===== config.mk =====
export PLATFORM = sky130hd
export DESIGN_NAME = mcrb_config_bank
export DESIGN_NICKNAME = d
export VERILOG_FILES = /design/src/mcrb_pkg.sv /design/src/mcrb_config_bank.sv
export SDC_FILE = /design/constraint.sdc
export NUM_CORES = 1
export LEC_CHECK = 0
export BUFFER_PORTS_ARGS = -buffer_cell sky130_fd_sc_hd__buf_2
export CORE_MARGIN = 2
export CORE_UTILIZATION = 30
export DETAILED_ROUTE_END_ITERATION = 7
export PLACE_DENSITY = 0.46
export SYNTH_ARGS = -nofsm -noshare
export SYNTH_HDL_FRONTEND = slang
export SYNTH_SLANG_ARGS = --single-unit

===== constraint.sdc =====
create_clock -name core_clk -period 2.7 [get_ports core_clk]
set_clock_uncertainty 0.15 [all_clocks]
set_input_delay 0.135 -clock core_clk [delete_from_list [all_inputs] [get_ports core_clk]]
set_output_delay 0.135 -clock core_clk [all_outputs]
set_load 0.005 [all_outputs]

===== src/mcrb_pkg.sv =====
/*
 * constants for the modem configuration register bank: offsets, defaults, field positions.
 * assumes a single 10 MHz core clock and synchronous active-high reset.
 */
package mcrb_pkg;
	// ==========================================
	// geometry
	localparam int unsigned NUM_REGS   = 28;
	localparam int unsigned REG_W      = 8;
	localparam int unsigned ADDR_W     = 5;

	// ==========================================
	// offsets
	localparam logic [4:0] OFF_LOCAL_STATION   = 5'h00;
	localparam logic [4:0] OFF_GROUP_ADDR      = 5'h01;
	localparam logic [4:0] OFF_DEST_ADDR       = 5'h02;
	localparam logic [4:0] OFF_SPECIAL         = 5'h03;
	localparam logic [4:0] OFF_SYS_CODE_LOW    = 5'h04;
	localparam logic [4:0] OFF_SYS_CODE_HIGH   = 5'h05;
	localparam logic [4:0] OFF_FREQ_GROUP      = 5'h06;
	localparam logic [4:0] OFF_PKT_INTERVAL    = 5'h07;
	localparam logic [4:0] OFF_RSVD_EIGHT      = 5'h08;
	localparam logic [4:0] OFF_RSVD_NINE       = 5'h09;
	localparam logic [4:0] OFF_CMD_HEADER      = 5'h0A;
	localparam logic [4:0] OFF_RETX_COUNT      = 5'h0B;
	localparam logic [4:0] OFF_ROAM_THRESH     = 5'h0C;
	localparam logic [4:0] OFF_RSVD_THIRTEEN   = 5'h0D;
	localparam logic [4:0] OFF_RX_OUT_GAP      = 5'h0E;
	localparam logic [4:0] OFF_CMD_RECOG       = 5'h0F;
	localparam logic [4:0] OFF_CMD_TIMEOUT     = 5'h10;
	localparam logic [4:0] OFF_RSVD_SEVENTEEN  = 5'h11;
	localparam logic [4:0] OFF_COMM_SET_ONE    = 5'h12;
	localparam logic [4:0] OFF_COMM_SET_TWO    = 5'h13;
	localparam logic [4:0] OFF_SERIAL_ONE      = 5'h14;
	localparam logic [4:0] OFF_SERIAL_TWO      = 5'h15;
	localparam logic [4:0] OFF_SERIAL_THREE    = 5'h16;
	localparam logic [4:0] OFF_SERIAL_FOUR     = 5'h17;
	localparam logic [4:0] OFF_MISC            = 5'h18;
	localparam logic [4:0] OFF_LOW_POWER       = 5'h19;
	localparam logic [4:0] OFF_RSVD_TWENTY_SIX = 5'h1A;
	localparam logic [4:0] OFF_BAND            = 5'h1B;
	localparam logic [4:0] OFF_LAST            = 5'h1B;

	// readback value after reset and for unmapped offsets
	localparam logic [7:0] RD_IDLE             = 8'h00;

	// ==========================================
	// field positions and clamp values
	localparam int unsigned DEST_CHECK_BIT     = 0;
	localparam int unsigned SRC_CHECK_BIT      = 1;
	localparam logic [7:0] CODE_HIGH_LIMIT     = 8'hF0;
	localparam logic [7:0] CODE_LOW_CLAMP      = 8'hFF;
	localparam logic [7:0] CODE_HIGH_CLAMP     = 8'hEF;

	// ==========================================
	// reset values, index = offset
	localparam logic [7:0] REG_DEFAULT [NUM_REGS] = '{
		8'h00, 8'hF0, 8'h00, 8'hF0, 8'h00, 8'h00, 8'hA0, 8'h05,
		8'h11, 8'h13, 8'h40, 8'h32, 8'hB4, 8'h1E, 8'h00, 8'h00,
		8'h32, 8'h32, 8'h8C, 8'h00, 8'h05, 8'h09, 8'h00, 8'h00,
		8'hC0, 8'h40, 8'h00, 8'h00
	};

	// reserved registers ignore writes
	localparam logic [NUM_REGS-1:0] RSVD_MASK = 28'h4022300;

	// ==========================================
	// load sequencer
	typedef enum logic [0:0] {
		MCRB_RUN  = 1'b0,
		MCRB_LOAD = 1'b1
	} mcrb_state_e;
endpackage : mcrb_pkg


===== src/mcrb_config_bank.sv =====
/*
 * modem configuration register bank: stored (shadow) registers, active copy, address logic.
 * assumes the serial command parser drives wr_en/rd_addr on core_clk; headers are parallel.
 */
`timescale 1ns/1ps
// How it works
// RULE1: 28 registers load defaults at reset
// RULE2: writes take effect only after reset/restart; here reset reloads defaults and drops the writes, so only restart applies them
// RULE3: host keeps local address within 0-239
// RULE4: local address drives transmitted source field
// RULE5: destination check discards mismatched packets
// RULE6: local address also serves multidrop line
// RULE7: host keeps group address within 240-254
// RULE8: act on commands to group address
// RULE9: destination register used only mode five; here the source check uses it in any mode
// RULE10: special setting selects special modes
// RULE11: two code bytes form one identifier
// RULE12: host keeps high code byte below 240
// RULE13: high byte >=240 forces FFH/EFH code
// RULE14: code seeds scrambler and descrambler
// RULE15: integrator programs same code system-wide
// RULE16: comm setting bit0 enables destination check
// RULE17: 8-bit registers; reserved hold defaults
// RULE18: shadow copied to active on restart
module mcrb_config_bank
	import mcrb_pkg::*;
(
	input  wire logic                     core_clk,
	input  wire logic                     reset,
	input  wire logic                     wr_en,
	input  wire logic [mcrb_pkg::ADDR_W-1:0] wr_addr,
	input  wire logic [mcrb_pkg::REG_W-1:0]  wr_data,
	input  wire logic [mcrb_pkg::ADDR_W-1:0] rd_addr,
	output logic      [mcrb_pkg::REG_W-1:0]  rd_data,
	input  wire logic                     soft_restart,
	input  wire logic [7:0]               rx_dest_addr,
	input  wire logic [7:0]               rx_src_addr,
	input  wire logic                     rx_hdr_valid,
	output logic                          rx_accept,
	output logic                          rx_discard,
	input  wire logic [7:0]               cmd_addr,
	input  wire logic                     cmd_valid,
	output logic                          cmd_match,
	output logic      [7:0]               tx_src_addr,
	output logic      [7:0]               drop_addr,
	output logic      [7:0]               headerless_dest,
	output logic      [7:0]               special_mode,
	output logic      [15:0]              scramble_seed,
	output logic                          load_busy,
	output logic      [NUM_REGS*REG_W-1:0] active_cfg
);
	import mcrb_pkg::*;

	// ==========================================
	// storage
	logic [7:0]  store_ff   [NUM_REGS];
	logic [7:0]  nxt_store  [NUM_REGS];
	logic [7:0]  active_ff  [NUM_REGS];
	logic [7:0]  nxt_active [NUM_REGS];

	mcrb_state_e state_ff;
	mcrb_state_e nxt_state;
	logic        load_now;

	logic [7:0]  rd_data_ff;
	logic [7:0]  nxt_rd_data;
	logic        accept_ff;
	logic        nxt_accept;
	logic        discard_ff;
	logic        nxt_discard;
	logic        cmd_ff;
	logic        nxt_cmd;

	logic [15:0] seed_ff;
	logic [15:0] nxt_seed;
	logic [7:0]  code_high;
	logic [7:0]  code_low;

	logic        dest_check_on;
	logic        src_check_on;
	logic [7:0]  local_addr;
	logic [7:0]  group_addr;
	logic [7:0]  peer_addr;

	// ==========================================
	// stored copy: host writes land here
	always_comb begin
		for (int i = 0; i < NUM_REGS; i++) begin
			nxt_store[i] = store_ff[i];
		end
		// reserved and unmapped offsets fall through, so their writes vanish
		if (wr_en) begin // RULE2
			// addresses
			if (wr_addr == OFF_LOCAL_STATION) begin
				nxt_store[OFF_LOCAL_STATION] = wr_data;
			end else if (wr_addr == OFF_GROUP_ADDR) begin
				nxt_store[OFF_GROUP_ADDR] = wr_data;
			end else if (wr_addr == OFF_DEST_ADDR) begin
				nxt_store[OFF_DEST_ADDR] = wr_data;
			end else if (wr_addr == OFF_SPECIAL) begin
				nxt_store[OFF_SPECIAL] = wr_data;
			// system code
			end else if (wr_addr == OFF_SYS_CODE_LOW) begin
				nxt_store[OFF_SYS_CODE_LOW] = wr_data;
			end else if (wr_addr == OFF_SYS_CODE_HIGH) begin
				nxt_store[OFF_SYS_CODE_HIGH] = wr_data;
			// radio and timing
			end else if (wr_addr == OFF_FREQ_GROUP) begin
				nxt_store[OFF_FREQ_GROUP] = wr_data;
			end else if (wr_addr == OFF_PKT_INTERVAL) begin
				nxt_store[OFF_PKT_INTERVAL] = wr_data;
			end else if (wr_addr == OFF_CMD_HEADER) begin
				nxt_store[OFF_CMD_HEADER] = wr_data;
			end else if (wr_addr == OFF_RETX_COUNT) begin
				nxt_store[OFF_RETX_COUNT] = wr_data;
			end else if (wr_addr == OFF_ROAM_THRESH) begin
				nxt_store[OFF_ROAM_THRESH] = wr_data;
			end else if (wr_addr == OFF_RX_OUT_GAP) begin
				nxt_store[OFF_RX_OUT_GAP] = wr_data;
			end else if (wr_addr == OFF_CMD_RECOG) begin
				nxt_store[OFF_CMD_RECOG] = wr_data;
			end else if (wr_addr == OFF_CMD_TIMEOUT) begin
				nxt_store[OFF_CMD_TIMEOUT] = wr_data;
			// link and mode settings
			end else if (wr_addr == OFF_COMM_SET_ONE) begin
				nxt_store[OFF_COMM_SET_ONE] = wr_data;
			end else if (wr_addr == OFF_COMM_SET_TWO) begin
				nxt_store[OFF_COMM_SET_TWO] = wr_data;
			end else if (wr_addr == OFF_SERIAL_ONE) begin
				nxt_store[OFF_SERIAL_ONE] = wr_data;
			end else if (wr_addr == OFF_SERIAL_TWO) begin
				nxt_store[OFF_SERIAL_TWO] = wr_data;
			end else if (wr_addr == OFF_SERIAL_THREE) begin
				nxt_store[OFF_SERIAL_THREE] = wr_data;
			end else if (wr_addr == OFF_SERIAL_FOUR) begin
				nxt_store[OFF_SERIAL_FOUR] = wr_data;
			end else if (wr_addr == OFF_MISC) begin
				nxt_store[OFF_MISC] = wr_data;
			end else if (wr_addr == OFF_LOW_POWER) begin
				nxt_store[OFF_LOW_POWER] = wr_data;
			end else if (wr_addr == OFF_BAND) begin
				nxt_store[OFF_BAND] = wr_data;
			end // RULE17
		end
	end

	always_ff @(posedge core_clk) begin
		if (reset) begin
			for (int i = 0; i < NUM_REGS; i++) begin
				store_ff[i] <= REG_DEFAULT[i]; // RULE1
			end
		end else begin
			for (int i = 0; i < NUM_REGS; i++) begin
				store_ff[i] <= nxt_store[i];
			end
		end
	end

	// ==========================================
	// restart sequencer and active copy
	assign load_now = (state_ff == MCRB_LOAD);

	always_comb begin
		nxt_state = MCRB_RUN;
		for (int i = 0; i < NUM_REGS; i++) begin
			nxt_active[i] = active_ff[i];
		end
		case (state_ff)
			MCRB_RUN: begin
				if (soft_restart) begin
					nxt_state = MCRB_LOAD;
				end
			end
			MCRB_LOAD: begin
				// one-cycle copy; a write in this cycle waits for the next restart
				for (int i = 0; i < NUM_REGS; i++) begin
					nxt_active[i] = store_ff[i]; // RULE18 RULE2
				end
				if (soft_restart) begin
					nxt_state = MCRB_LOAD;
				end
			end
			default: begin
				nxt_state = MCRB_RUN;
			end
		endcase
	end

	always_ff @(posedge core_clk) begin
		if (reset) begin
			state_ff <= MCRB_RUN;
			for (int i = 0; i < NUM_REGS; i++) begin
				active_ff[i] <= REG_DEFAULT[i]; // RULE1 RULE2
			end
		end else begin
			state_ff <= nxt_state;
			for (int i = 0; i < NUM_REGS; i++) begin
				active_ff[i] <= nxt_active[i];
			end
		end
	end

	// ==========================================
	// system code seed, follows the active copy edge for edge
	assign code_high = nxt_active[OFF_SYS_CODE_HIGH];
	assign code_low  = nxt_active[OFF_SYS_CODE_LOW];

	always_comb begin
		// out-of-range high byte would alias another system, so clamp
		if (code_high >= CODE_HIGH_LIMIT) begin // RULE13
			nxt_seed = {CODE_HIGH_CLAMP, CODE_LOW_CLAMP};
		end else begin
			nxt_seed = {code_high, code_low}; // RULE11
		end
	end

	always_ff @(posedge core_clk) begin
		if (reset) begin
			seed_ff <= {REG_DEFAULT[OFF_SYS_CODE_HIGH], REG_DEFAULT[OFF_SYS_CODE_LOW]};
		end else begin
			seed_ff <= nxt_seed;
		end
	end

	// ==========================================
	// readback from the stored copy
	always_comb begin
		// addresses
		if (rd_addr == OFF_LOCAL_STATION) begin
			nxt_rd_data = store_ff[OFF_LOCAL_STATION];
		end else if (rd_addr == OFF_GROUP_ADDR) begin
			nxt_rd_data = store_ff[OFF_GROUP_ADDR];
		end else if (rd_addr == OFF_DEST_ADDR) begin
			nxt_rd_data = store_ff[OFF_DEST_ADDR];
		end else if (rd_addr == OFF_SPECIAL) begin
			nxt_rd_data = store_ff[OFF_SPECIAL];
		// system code
		end else if (rd_addr == OFF_SYS_CODE_LOW) begin
			nxt_rd_data = store_ff[OFF_SYS_CODE_LOW];
		end else if (rd_addr == OFF_SYS_CODE_HIGH) begin
			nxt_rd_data = store_ff[OFF_SYS_CODE_HIGH];
		// radio and timing
		end else if (rd_addr == OFF_FREQ_GROUP) begin
			nxt_rd_data = store_ff[OFF_FREQ_GROUP];
		end else if (rd_addr == OFF_PKT_INTERVAL) begin
			nxt_rd_data = store_ff[OFF_PKT_INTERVAL];
		end else if (rd_addr == OFF_RSVD_EIGHT) begin
			nxt_rd_data = store_ff[OFF_RSVD_EIGHT];
		end else if (rd_addr == OFF_RSVD_NINE) begin
			nxt_rd_data = store_ff[OFF_RSVD_NINE];
		end else if (rd_addr == OFF_CMD_HEADER) begin
			nxt_rd_data = store_ff[OFF_CMD_HEADER];
		end else if (rd_addr == OFF_RETX_COUNT) begin
			nxt_rd_data = store_ff[OFF_RETX_COUNT];
		end else if (rd_addr == OFF_ROAM_THRESH) begin
			nxt_rd_data = store_ff[OFF_ROAM_THRESH];
		end else if (rd_addr == OFF_RSVD_THIRTEEN) begin
			nxt_rd_data = store_ff[OFF_RSVD_THIRTEEN];
		end else if (rd_addr == OFF_RX_OUT_GAP) begin
			nxt_rd_data = store_ff[OFF_RX_OUT_GAP];
		end else if (rd_addr == OFF_CMD_RECOG) begin
			nxt_rd_data = store_ff[OFF_CMD_RECOG];
		end else if (rd_addr == OFF_CMD_TIMEOUT) begin
			nxt_rd_data = store_ff[OFF_CMD_TIMEOUT];
		end else if (rd_addr == OFF_RSVD_SEVENTEEN) begin
			nxt_rd_data = store_ff[OFF_RSVD_SEVENTEEN];
		// link and mode settings
		end else if (rd_addr == OFF_COMM_SET_ONE) begin
			nxt_rd_data = store_ff[OFF_COMM_SET_ONE];
		end else if (rd_addr == OFF_COMM_SET_TWO) begin
			nxt_rd_data = store_ff[OFF_COMM_SET_TWO];
		end else if (rd_addr == OFF_SERIAL_ONE) begin
			nxt_rd_data = store_ff[OFF_SERIAL_ONE];
		end else if (rd_addr == OFF_SERIAL_TWO) begin
			nxt_rd_data = store_ff[OFF_SERIAL_TWO];
		end else if (rd_addr == OFF_SERIAL_THREE) begin
			nxt_rd_data = store_ff[OFF_SERIAL_THREE];
		end else if (rd_addr == OFF_SERIAL_FOUR) begin
			nxt_rd_data = store_ff[OFF_SERIAL_FOUR];
		end else if (rd_addr == OFF_MISC) begin
			nxt_rd_data = store_ff[OFF_MISC];
		end else if (rd_addr == OFF_LOW_POWER) begin
			nxt_rd_data = store_ff[OFF_LOW_POWER];
		end else if (rd_addr == OFF_RSVD_TWENTY_SIX) begin
			nxt_rd_data = store_ff[OFF_RSVD_TWENTY_SIX];
		end else if (rd_addr == OFF_BAND) begin
			nxt_rd_data = store_ff[OFF_BAND];
		end else begin
			nxt_rd_data = RD_IDLE; // RULE17
		end
	end

	always_ff @(posedge core_clk) begin
		if (reset) begin
			rd_data_ff <= RD_IDLE;
		end else begin
			rd_data_ff <= nxt_rd_data;
		end
	end

	// ==========================================
	// field views of the active copy
	assign dest_check_on = active_ff[OFF_COMM_SET_ONE][DEST_CHECK_BIT]; // RULE16
	assign src_check_on  = active_ff[OFF_COMM_SET_ONE][SRC_CHECK_BIT];
	assign local_addr    = active_ff[OFF_LOCAL_STATION];
	assign group_addr    = active_ff[OFF_GROUP_ADDR];
	assign peer_addr     = active_ff[OFF_DEST_ADDR];

	// ==========================================
	// receive header filter
	always_comb begin
		nxt_accept  = 1'b0;
		nxt_discard = 1'b0;
		if (rx_hdr_valid) begin
			if (dest_check_on && rx_dest_addr != local_addr) begin // RULE5
				nxt_discard = 1'b1;
			end else if (src_check_on && rx_src_addr != peer_addr) begin
				nxt_discard = 1'b1;
			end else begin
				nxt_accept = 1'b1;
			end
		end
	end

	always_ff @(posedge core_clk) begin
		if (reset) begin
			accept_ff  <= 1'b0;
			discard_ff <= 1'b0;
		end else begin
			accept_ff  <= nxt_accept;
			discard_ff <= nxt_discard;
		end
	end

	// ==========================================
	// multidrop command address match
	always_comb begin
		nxt_cmd = 1'b0;
		if (cmd_valid) begin
			if (cmd_addr == local_addr) begin
				nxt_cmd = 1'b1; // RULE6
			end else if (cmd_addr == group_addr) begin
				nxt_cmd = 1'b1; // RULE8
			end
		end
	end

	always_ff @(posedge core_clk) begin
		if (reset) begin
			cmd_ff <= 1'b0;
		end else begin
			cmd_ff <= nxt_cmd;
		end
	end

	// ==========================================
	// outputs
	assign rd_data         = rd_data_ff;
	assign rx_accept       = accept_ff;
	assign rx_discard      = discard_ff;
	assign cmd_match       = cmd_ff;
	assign tx_src_addr     = active_ff[OFF_LOCAL_STATION]; // RULE4
	assign drop_addr       = active_ff[OFF_LOCAL_STATION]; // RULE6
	assign headerless_dest = active_ff[OFF_DEST_ADDR]; // RULE9
	assign special_mode    = active_ff[OFF_SPECIAL]; // RULE10
	assign scramble_seed   = seed_ff; // RULE14
	assign load_busy       = load_now;

	for (genvar g = 0; g < NUM_REGS; g++) begin : g_flat
		assign active_cfg[g*REG_W +: REG_W] = active_ff[g];
	end
endmodule : mcrb_config_bank


# Word-level counts from Yosys, hierarchy flattened
# Memories as Yosys holds them, arrays and structs flattened.
# Index checks and enable logic that the tools add are counted.
[classes] n_mux=196 n_reduce_logical=8 n_eq_ne=53 bitwise=58 magnitude_cmp=1
[op_table] operator="$mux 8" n=134
[op_table] operator="$mux 64" n=16
[op_table] operator="$mux 24" n=23
[op_table] operator="$mux 224" n=1
[op_table] operator="$mux 56" n=2
[op_table] operator="$eq 5x5->1 const B" n=22
[op_table] operator="$mux 48" n=2
[op_table] operator="$mux 16" n=5
[op_table] operator="$mux 40" n=2
[op_table] operator="$eq 5x4->1 const B" n=13
[op_table] operator="$mux 32" n=2
[op_table] operator="$or 1x1->1" n=56
[op_table] operator="$eq 5x3->1 const B" n=8
[op_table] operator="$eq 5x2->1 const B" n=4
[op_table] operator="$eq 8x8->1" n=2
[op_table] operator="$ne 8x8->1" n=2
[op_table] operator="$eq 5x1->1 const B" n=2
[op_table] operator="$logic_not 5->1" n=2
[op_table] operator="$mux 1" n=9
[op_table] operator="$ge 8x8->1 const B" n=1
[op_table] operator="$reduce_or 2->1" n=3
[op_table] operator="$reduce_or 3->1" n=1
[op_table] operator="$logic_and 1x1->1" n=2
[op_table] operator="$not 1->1" n=2
[totals] ram_bits=448 mem_count=2 regBits=28 output_inout_bits=284
[mem_list] memory="active_ff" depth=28 width=8 read_ports=28 rd_ports_with_merged_regs=0 wr=28 line="mcrb_config_bank.sv:58" rtl="logic [7:0] active_ff [NUM_REGS];"
[mem_list] memory="store_ff" depth=28 width=8 read_ports=28 rd_ports_with_merged_regs=0 wr=28 line="mcrb_config_bank.sv:56" rtl="logic [7:0] store_ff [NUM_REGS];"

# Logic depth before layout (Yosys ltp)
# Gate-level depths: netlist (run 1).
[depth] depth_word=29 depth_mapped=10 ltp_nobuf=6

# Worst setup path before layout (run 1)
# OpenSTA, ideal clock, no wires.
[synth_path] path_type="register -> register" startpoint="reg state_ff (netlist: load_busy)" endpoint="mem active_ff[12][4] (netlist: active_ff[0][100])" arrival_time_ns=1.487 path_slack_ns=0.934 period_less_slack_ns=1.766 setup_time_ns=0.129 path_buffers=3 stages_incl_launch_ff=6 required_time_ns=2.421 cell_sequence="dfxtp_1 > clkbuf_1 > buf_2 > buf_1 > mux2i_1 > nand2_1"
[synth_rtl] element="start, declared" line="mcrb_config_bank.sv:61" rtl="mcrb_state_e state_ff;"
[synth_rtl] element="start signal, assigned" line="mcrb_config_bank.sv:196" rtl="state_ff <= nxt_state;"
[synth_rtl] element="end, declared" line="mcrb_config_bank.sv:58"

==> impl_metrics.ini, run 1 <==
[pwr]
leakagePower_uw = 0.00910
p_total_uw = 12900
peakVddDrop_uv = 353
powerDensity_nw_per_um2 = 619

[synthesis]
synth.area.top_cells = dfxtp_1, mux2i_1, nor2_1
synth_top_family_by_area = multiplexers
synth_area_leader_cell = dfxtp_1
ys_types = 80
synth.most_common_cell = dfxtp_1
synthMuxAreaShare = 0.220
synthAdderAreaFrac = 0
synth_cells = 1803
yosysWarnings = 0
async_flop_share = 0
synthTopCellsByCount = dfxtp_1, mux2i_1, nor2_1, nand2_1, buf_4
synth_xor_xnor_area_share = 0.0164
synth_area_um2 = 17100
yosysTopAreaCellShare = 0.464
synth-seq-area-share = 0.464
ys_dominant_reg_cell = dfxtp_1
synth_compound_area_frac = 0.0804
synth_simple_gate_area_share = 0.150
ys_ff_latch = 396
syn_area_per_cell_um2 = 9.48
synth_edf_count = 0

[critical_path]
cp_common_cell = dlygate4sd3_1
path_class = register to register
path_cells = xnor2_1 -> nand4_1 -> dlygate4sd3_1 -> o21ai_0 -> nand2_1 -> dlygate4sd3_1 -> nor3b_1
critPathRequiredTime_ns = 3.03
crit_path_start_kind = register
cp.arrival_ns = 2.84
cp_slowest_cell = dlygate4sd3_1
critPathMaxFanout = 6
crit_path_end_kind = register
slowest_delay_ns = 0.58

[die]
initial_core_util = 0.303
num_rows = 87
core_um2 = 56400
ios = 332
dieHeight_um = 243
dieArea_um2 = 58900
die_w_um = 243

[route]
wl_per_cell_um = 22.3
drc = 0
dr.pass1.iters = 7
via_per_inst = 4.86
drt-initial-drc-count = 915
postRouteAntennaNets = 0
via_count = 13969
drt-total-wl_mm = 64.2

[timing]
fin_crit_ns = 2.51
fin_setup_tns_ns = 0
period_share = 0.931
max_freq_mhz = 398
worstMarginPinSlew_ns = 0.815
finalSetupViolCount = 0
grt_setup_unrepaired = no
finalMaxSlewViolations = 0
relSlewSlack = 0.457
hold_viol_final = 0

[global_route]
overflow = 0
grt_pass1_vias = 13740
grt_use_total = 0.212
antenna_found_initial = 6
grt_pass1_wl_mm = 93.6
grt_max_degree = 166

[run_status]
status = complete, no violations

[final_layout]
drive_gt1_frac = 0.230
fillers = 5832
final-seq-area_um2 = 7940
synthToLayoutAreaGrowth_pct = 22.1
num_antenna_cells = 0
multi_input_area_um2 = 8130
fin_nets = 2134
fin_area_um2 = 20900
fin_util = 0.370

[placement]
place.gp.congestion = 0.896
placed_cell_area_um2 = 19300
dp_hpwl_mm = 47.9
portBuffers = 291

[clock_network]
cts-buffers-inserted = 45
path_clk_slew_ns = 0.06
clkSinkCount = 396
post_cts_buffers = 0
cts.htree.levels = 2
root_buffer = clkbuf_16
clockBufferDepth = 3
clk_latency_ns = 0.56
tritoncts = built

[job]
max_cap_violations = 0

[worst_hold_path]
hold_path.class = primary input to register
## final timing paths
kind / startpoint / cells past startpoint / to / slack [ns]
setup / recovery: active_ff[0][2]$_SDFFE_PP0P_ / 7 / rx_accept$_SDFF_PP0_ / 0.19
setup reg to reg: active_ff[0][2]$_SDFFE_PP0P_ / 7 / rx_accept$_SDFF_PP0_ / 0.19
hold reg to reg: active_ff[0][103]$_SDFFE_PP1P_ / 2 / active_ff[0][103]$_SDFFE_PP1P_ / 0.32
hold / removal: wr_data[4] / 3 / store_ff[1][68]$_SDFFE_PP0P_ / 0.04
## metrics by stage
stage / hold slack [ns] / setup slack [ns] / cells
3_3_place_gp: 0.207 / 0.272 / 2783
4_1_cts: 0.0160 / 0.101 / 2874
6_report: 0.0397 / 0.186 / 2874
5_1_grt: 0.0449 / 0.0404 / 2874
2_1_floorplan: 0.113 / 0.934 / 1841
3_5_place_dp: 0.212 / 0.198 / 2783
## worst max-delay path: cells and delay by family, from the launching register on
kind	cells	cell delay (ns)
flip-flops	1	0.43
XOR/XNOR	1	0.14
AND/OR/NAND/NOR	3	0.38
AO/OA/AOI/OAI	1	0.15
buffers and inverters	2	1.16
## repair_timing
| item | in CTS | in global routing |
|---|---|---|
| endpoints found under the hold margin | 59 | 0 |
| gates resized for setup | 0 | 4 |
| setup endpoints to repair | 0 | 2 |
| hold buffers | 12 | 0 |
## power breakdown
| part | internal (uW) | switching, uW | total [uW] |
|---|---|---|---|
| combinational | 331 | 598 | 929 |
| clock | 3640 | 2420 | 6060 |
| sequential | 5880 | 54.2 | 5940 |
## state kept, by name, summed over array words and instances (netlist names)
name / cells
rx_accept: 1
rx_discard: 1
rd_data: 8
scramble_seed: 16
active_ff: 184
store_ff: 184
cmd_match: 1
load_busy: 1
## cells in the final DEF (no fill, tap or decap), drive strengths merged, types with 21 or more instances in the layout
cell type	n
nand3	21
buf	385
o21ai	39
a21oi	61
mux2i	369
dfxtp	396
nor2	337
clkbuf	67
nand2	117
conb	40
xnor2	32
## cell families after synthesis
kind of cell | after synthesis
buffers and inverters | 208
other | 2
AO/OA/AOI/OAI | 210
XOR/XNOR | 32
flip-flops | 396
AND/OR/NAND/NOR | 580
multiplexers | 375
## layout make-up
type	count	area share
Clock inverter	12	0.00659
Sequential cell	396	0.380
Clock buffer	67	0.0632
Inverter	9	0.00162
Multi-Input combinational cell	1237	0.390
Timing Repair Buffer	397	0.113
Tap cell	756	0.0453
## metal layers
metal	share of wire	vias to the layer above	track usage
li1	-	6697	-
met4	0.026	8	0.0603
met2	0.47	404	0.351
met5	0.00073	-	0
met3	0.052	96	0.0427
met1	0.45	6764	0.279
Note: power is estimated with default switching activity, not from simulation.
==> run 2, diff against run 1 <==
--- a/config.mk
+++ b/config.mk
@@ -9,6 +9,7 @@
 export CORE_MARGIN = 2
 export CORE_UTILIZATION = 30
 export DETAILED_ROUTE_END_ITERATION = 7
+export GPL_TIMING_DRIVEN = 0
 export PLACE_DENSITY = 0.46
 export SYNTH_ARGS = -nofsm -noshare
 export SYNTH_HDL_FRONTEND = slang
==> run 2 against run 1 <==
  * Power up 0.35%
  * Final area up 2.1%
  * Wire length rose by 21%
  * Maximum frequency down 2.8%
  * Critical path depth is the same
  * Critical endpoint is now rx_discard$_SDFF_PP0_
  * Largest cell class unchanged
==> impl_metrics.ini, run 2 (synthesis results as in run 1) <==
[run_status]
status = complete, no violations

[worst_hold_path]
hold_path.class = primary input to register

[clock_network]
tritoncts = built
path_clk_slew_ns = 0.07
clk_latency_ns = 0.59
clockBufferDepth = 3
root_buffer = clkbuf_16
clkSinkCount = 396
cts-buffers-inserted = 44
cts.htree.levels = 2

[timing]
relSlewSlack = 0.128
finalSetupViolCount = 0
worstMarginPinSlew_ns = 1.31
setup_slack_ns = 0.115
max_freq_mhz = 387
grt_setup_unrepaired = no
fin_crit_ns = 2.58
hold_viol_final = 0
finalMaxSlewViolations = 0
period_share = 0.957

[die]
die_w_um = 243
dieArea_um2 = 58900
ios = 332
core_um2 = 56400
initial_core_util = 0.303
num_rows = 87
dieHeight_um = 243

[critical_path]
path_class = register to register
r2r_slack_ns = 0.12
crit_path_end_kind = register
critPathMaxFanout = 6
critPathRequiredTime_ns = 3.02
crit_path_start_kind = register
cp.arrival_ns = 2.90

[global_route]
antenna_found_initial = 3
grt_use_total = 0.257
grt_pass1_vias = 14600
overflow = 0
grt_max_degree = 13
grt_pass1_wl_mm = 110

[pwr]
peakVddDrop_uv = 440
p_total_uw = 13000
leakagePower_uw = 0.00933
powerDensity_nw_per_um2 = 609

[route]
via_count = 14733
via_per_inst = 4.93
wl_per_cell_um = 25.9
drt-total-wl_mm = 77.5
drt-initial-drc-count = 771
dr.pass1.iters = 5
postRouteAntennaNets = 0
drc = 0

[job]
max_cap_violations = 0

[final_layout]
drive_gt1_frac = 0.229
multi_input_area_um2 = 8130
final-seq-area_um2 = 7930
final_common_cell = dfxtp_1
final_cell_mix = dfxtp_1, mux2i_1, nor2_1, buf_2, nand2_1
num_antenna_cells = 0
fillers = 5860
synthToLayoutAreaGrowth_pct = 24.6
fin_nets = 2249

[placement]
portBuffers = 286
place.gp.congestion = 0.950
dp_hpwl_mm = 60.3
dpl_worst_slack_ns = -0.198
[run 2: cell types whose count changed in the layout (fill, tap and decap cells not counted), sizes merged]
cell | before | now
clkdlybuf4s18 | 0 | 1
clkinv | 9 | 8
dlygate4sd3 | 12 | 27
inv | 8 | 10
clkinvlp | 1 | 2
clkbuf | 67 | 128
bufinv | 3 | 2
buf | 385 | 422
[run 2: power breakdown]
part           internal [uW]  switching (uW)  total, uW
Sequential              5880            38.1       5920
Combinational            344             762       1110
Clock                   3460            2490       5950
Total                   9680            3290      13000
[run 2: area by class of cell]
cell class,count,area share
multi-input combinational,1237,0.382
sequential,396,0.372
timing repair buffer,314,0.0803
clock buffer,65,0.0597
buffer,199,0.0539
tap,756,0.0444
clock inverter,13,0.00634
inverter,9,0.00159
[run 2: per-layer routing]
metal	GRT usage	vias to the layer above	wire [um]
li1	-	6924	-
met1	0.341	7205	35000
met2	0.433	494	36400
met3	0.0364	108	3710
met4	0.0772	2	2390
met5	0	-	9
[run 2: final timing paths]
kind	to	from	cells past startpoint
hold / removal	store_ff[1][71]$_SDFFE_PP1P_	wr_addr[0]	5
setup / recovery	rx_discard$_SDFF_PP0_	active_ff[0][0]$_SDFFE_PP0P_	7
setup reg to reg	rx_discard$_SDFF_PP0_	active_ff[0][0]$_SDFFE_PP0P_	7
hold reg to reg	active_ff[0][86]$_SDFFE_PP1P_	active_ff[0][86]$_SDFFE_PP1P_	2
[run 2: repair_timing]
item / in CTS / in global routing
resized for setup: 1 / 2
hold endpoints to repair: 31 / 0
setup buffers: 0 / 0
pin swaps: 0 / 0
hold buffers: 27 / 0
setup endpoints to repair: 14 / 2
[run 2: metrics by stage]
stage,instance area (um2),std cells,hold WS (ns),setup TNS [ns],util
2_1_floorplan,17200,1841,0.113,0,-
3_3_place_gp,19600,2883,0.201,-2.64,0.348
3_5_place_dp,19600,2884,0.211,-1.96,0.348
4_1_cts,21300,2989,0.0589,0,0.378
5_1_grt,21300,2989,0.119,0,0.378
6_report,21300,2989,0.0885,0,0.378
[run 2: critical path, cell delays in order (launching register included)]
cell           delay, ns
dfxtp_1             0.52
xnor2_1             0.16
nand4_1             0.10
dlygate4sd3_1       0.57
o21ai_0             0.15
nand2_1             0.08
and3_1              0.19
dlygate4sd3_1       0.55
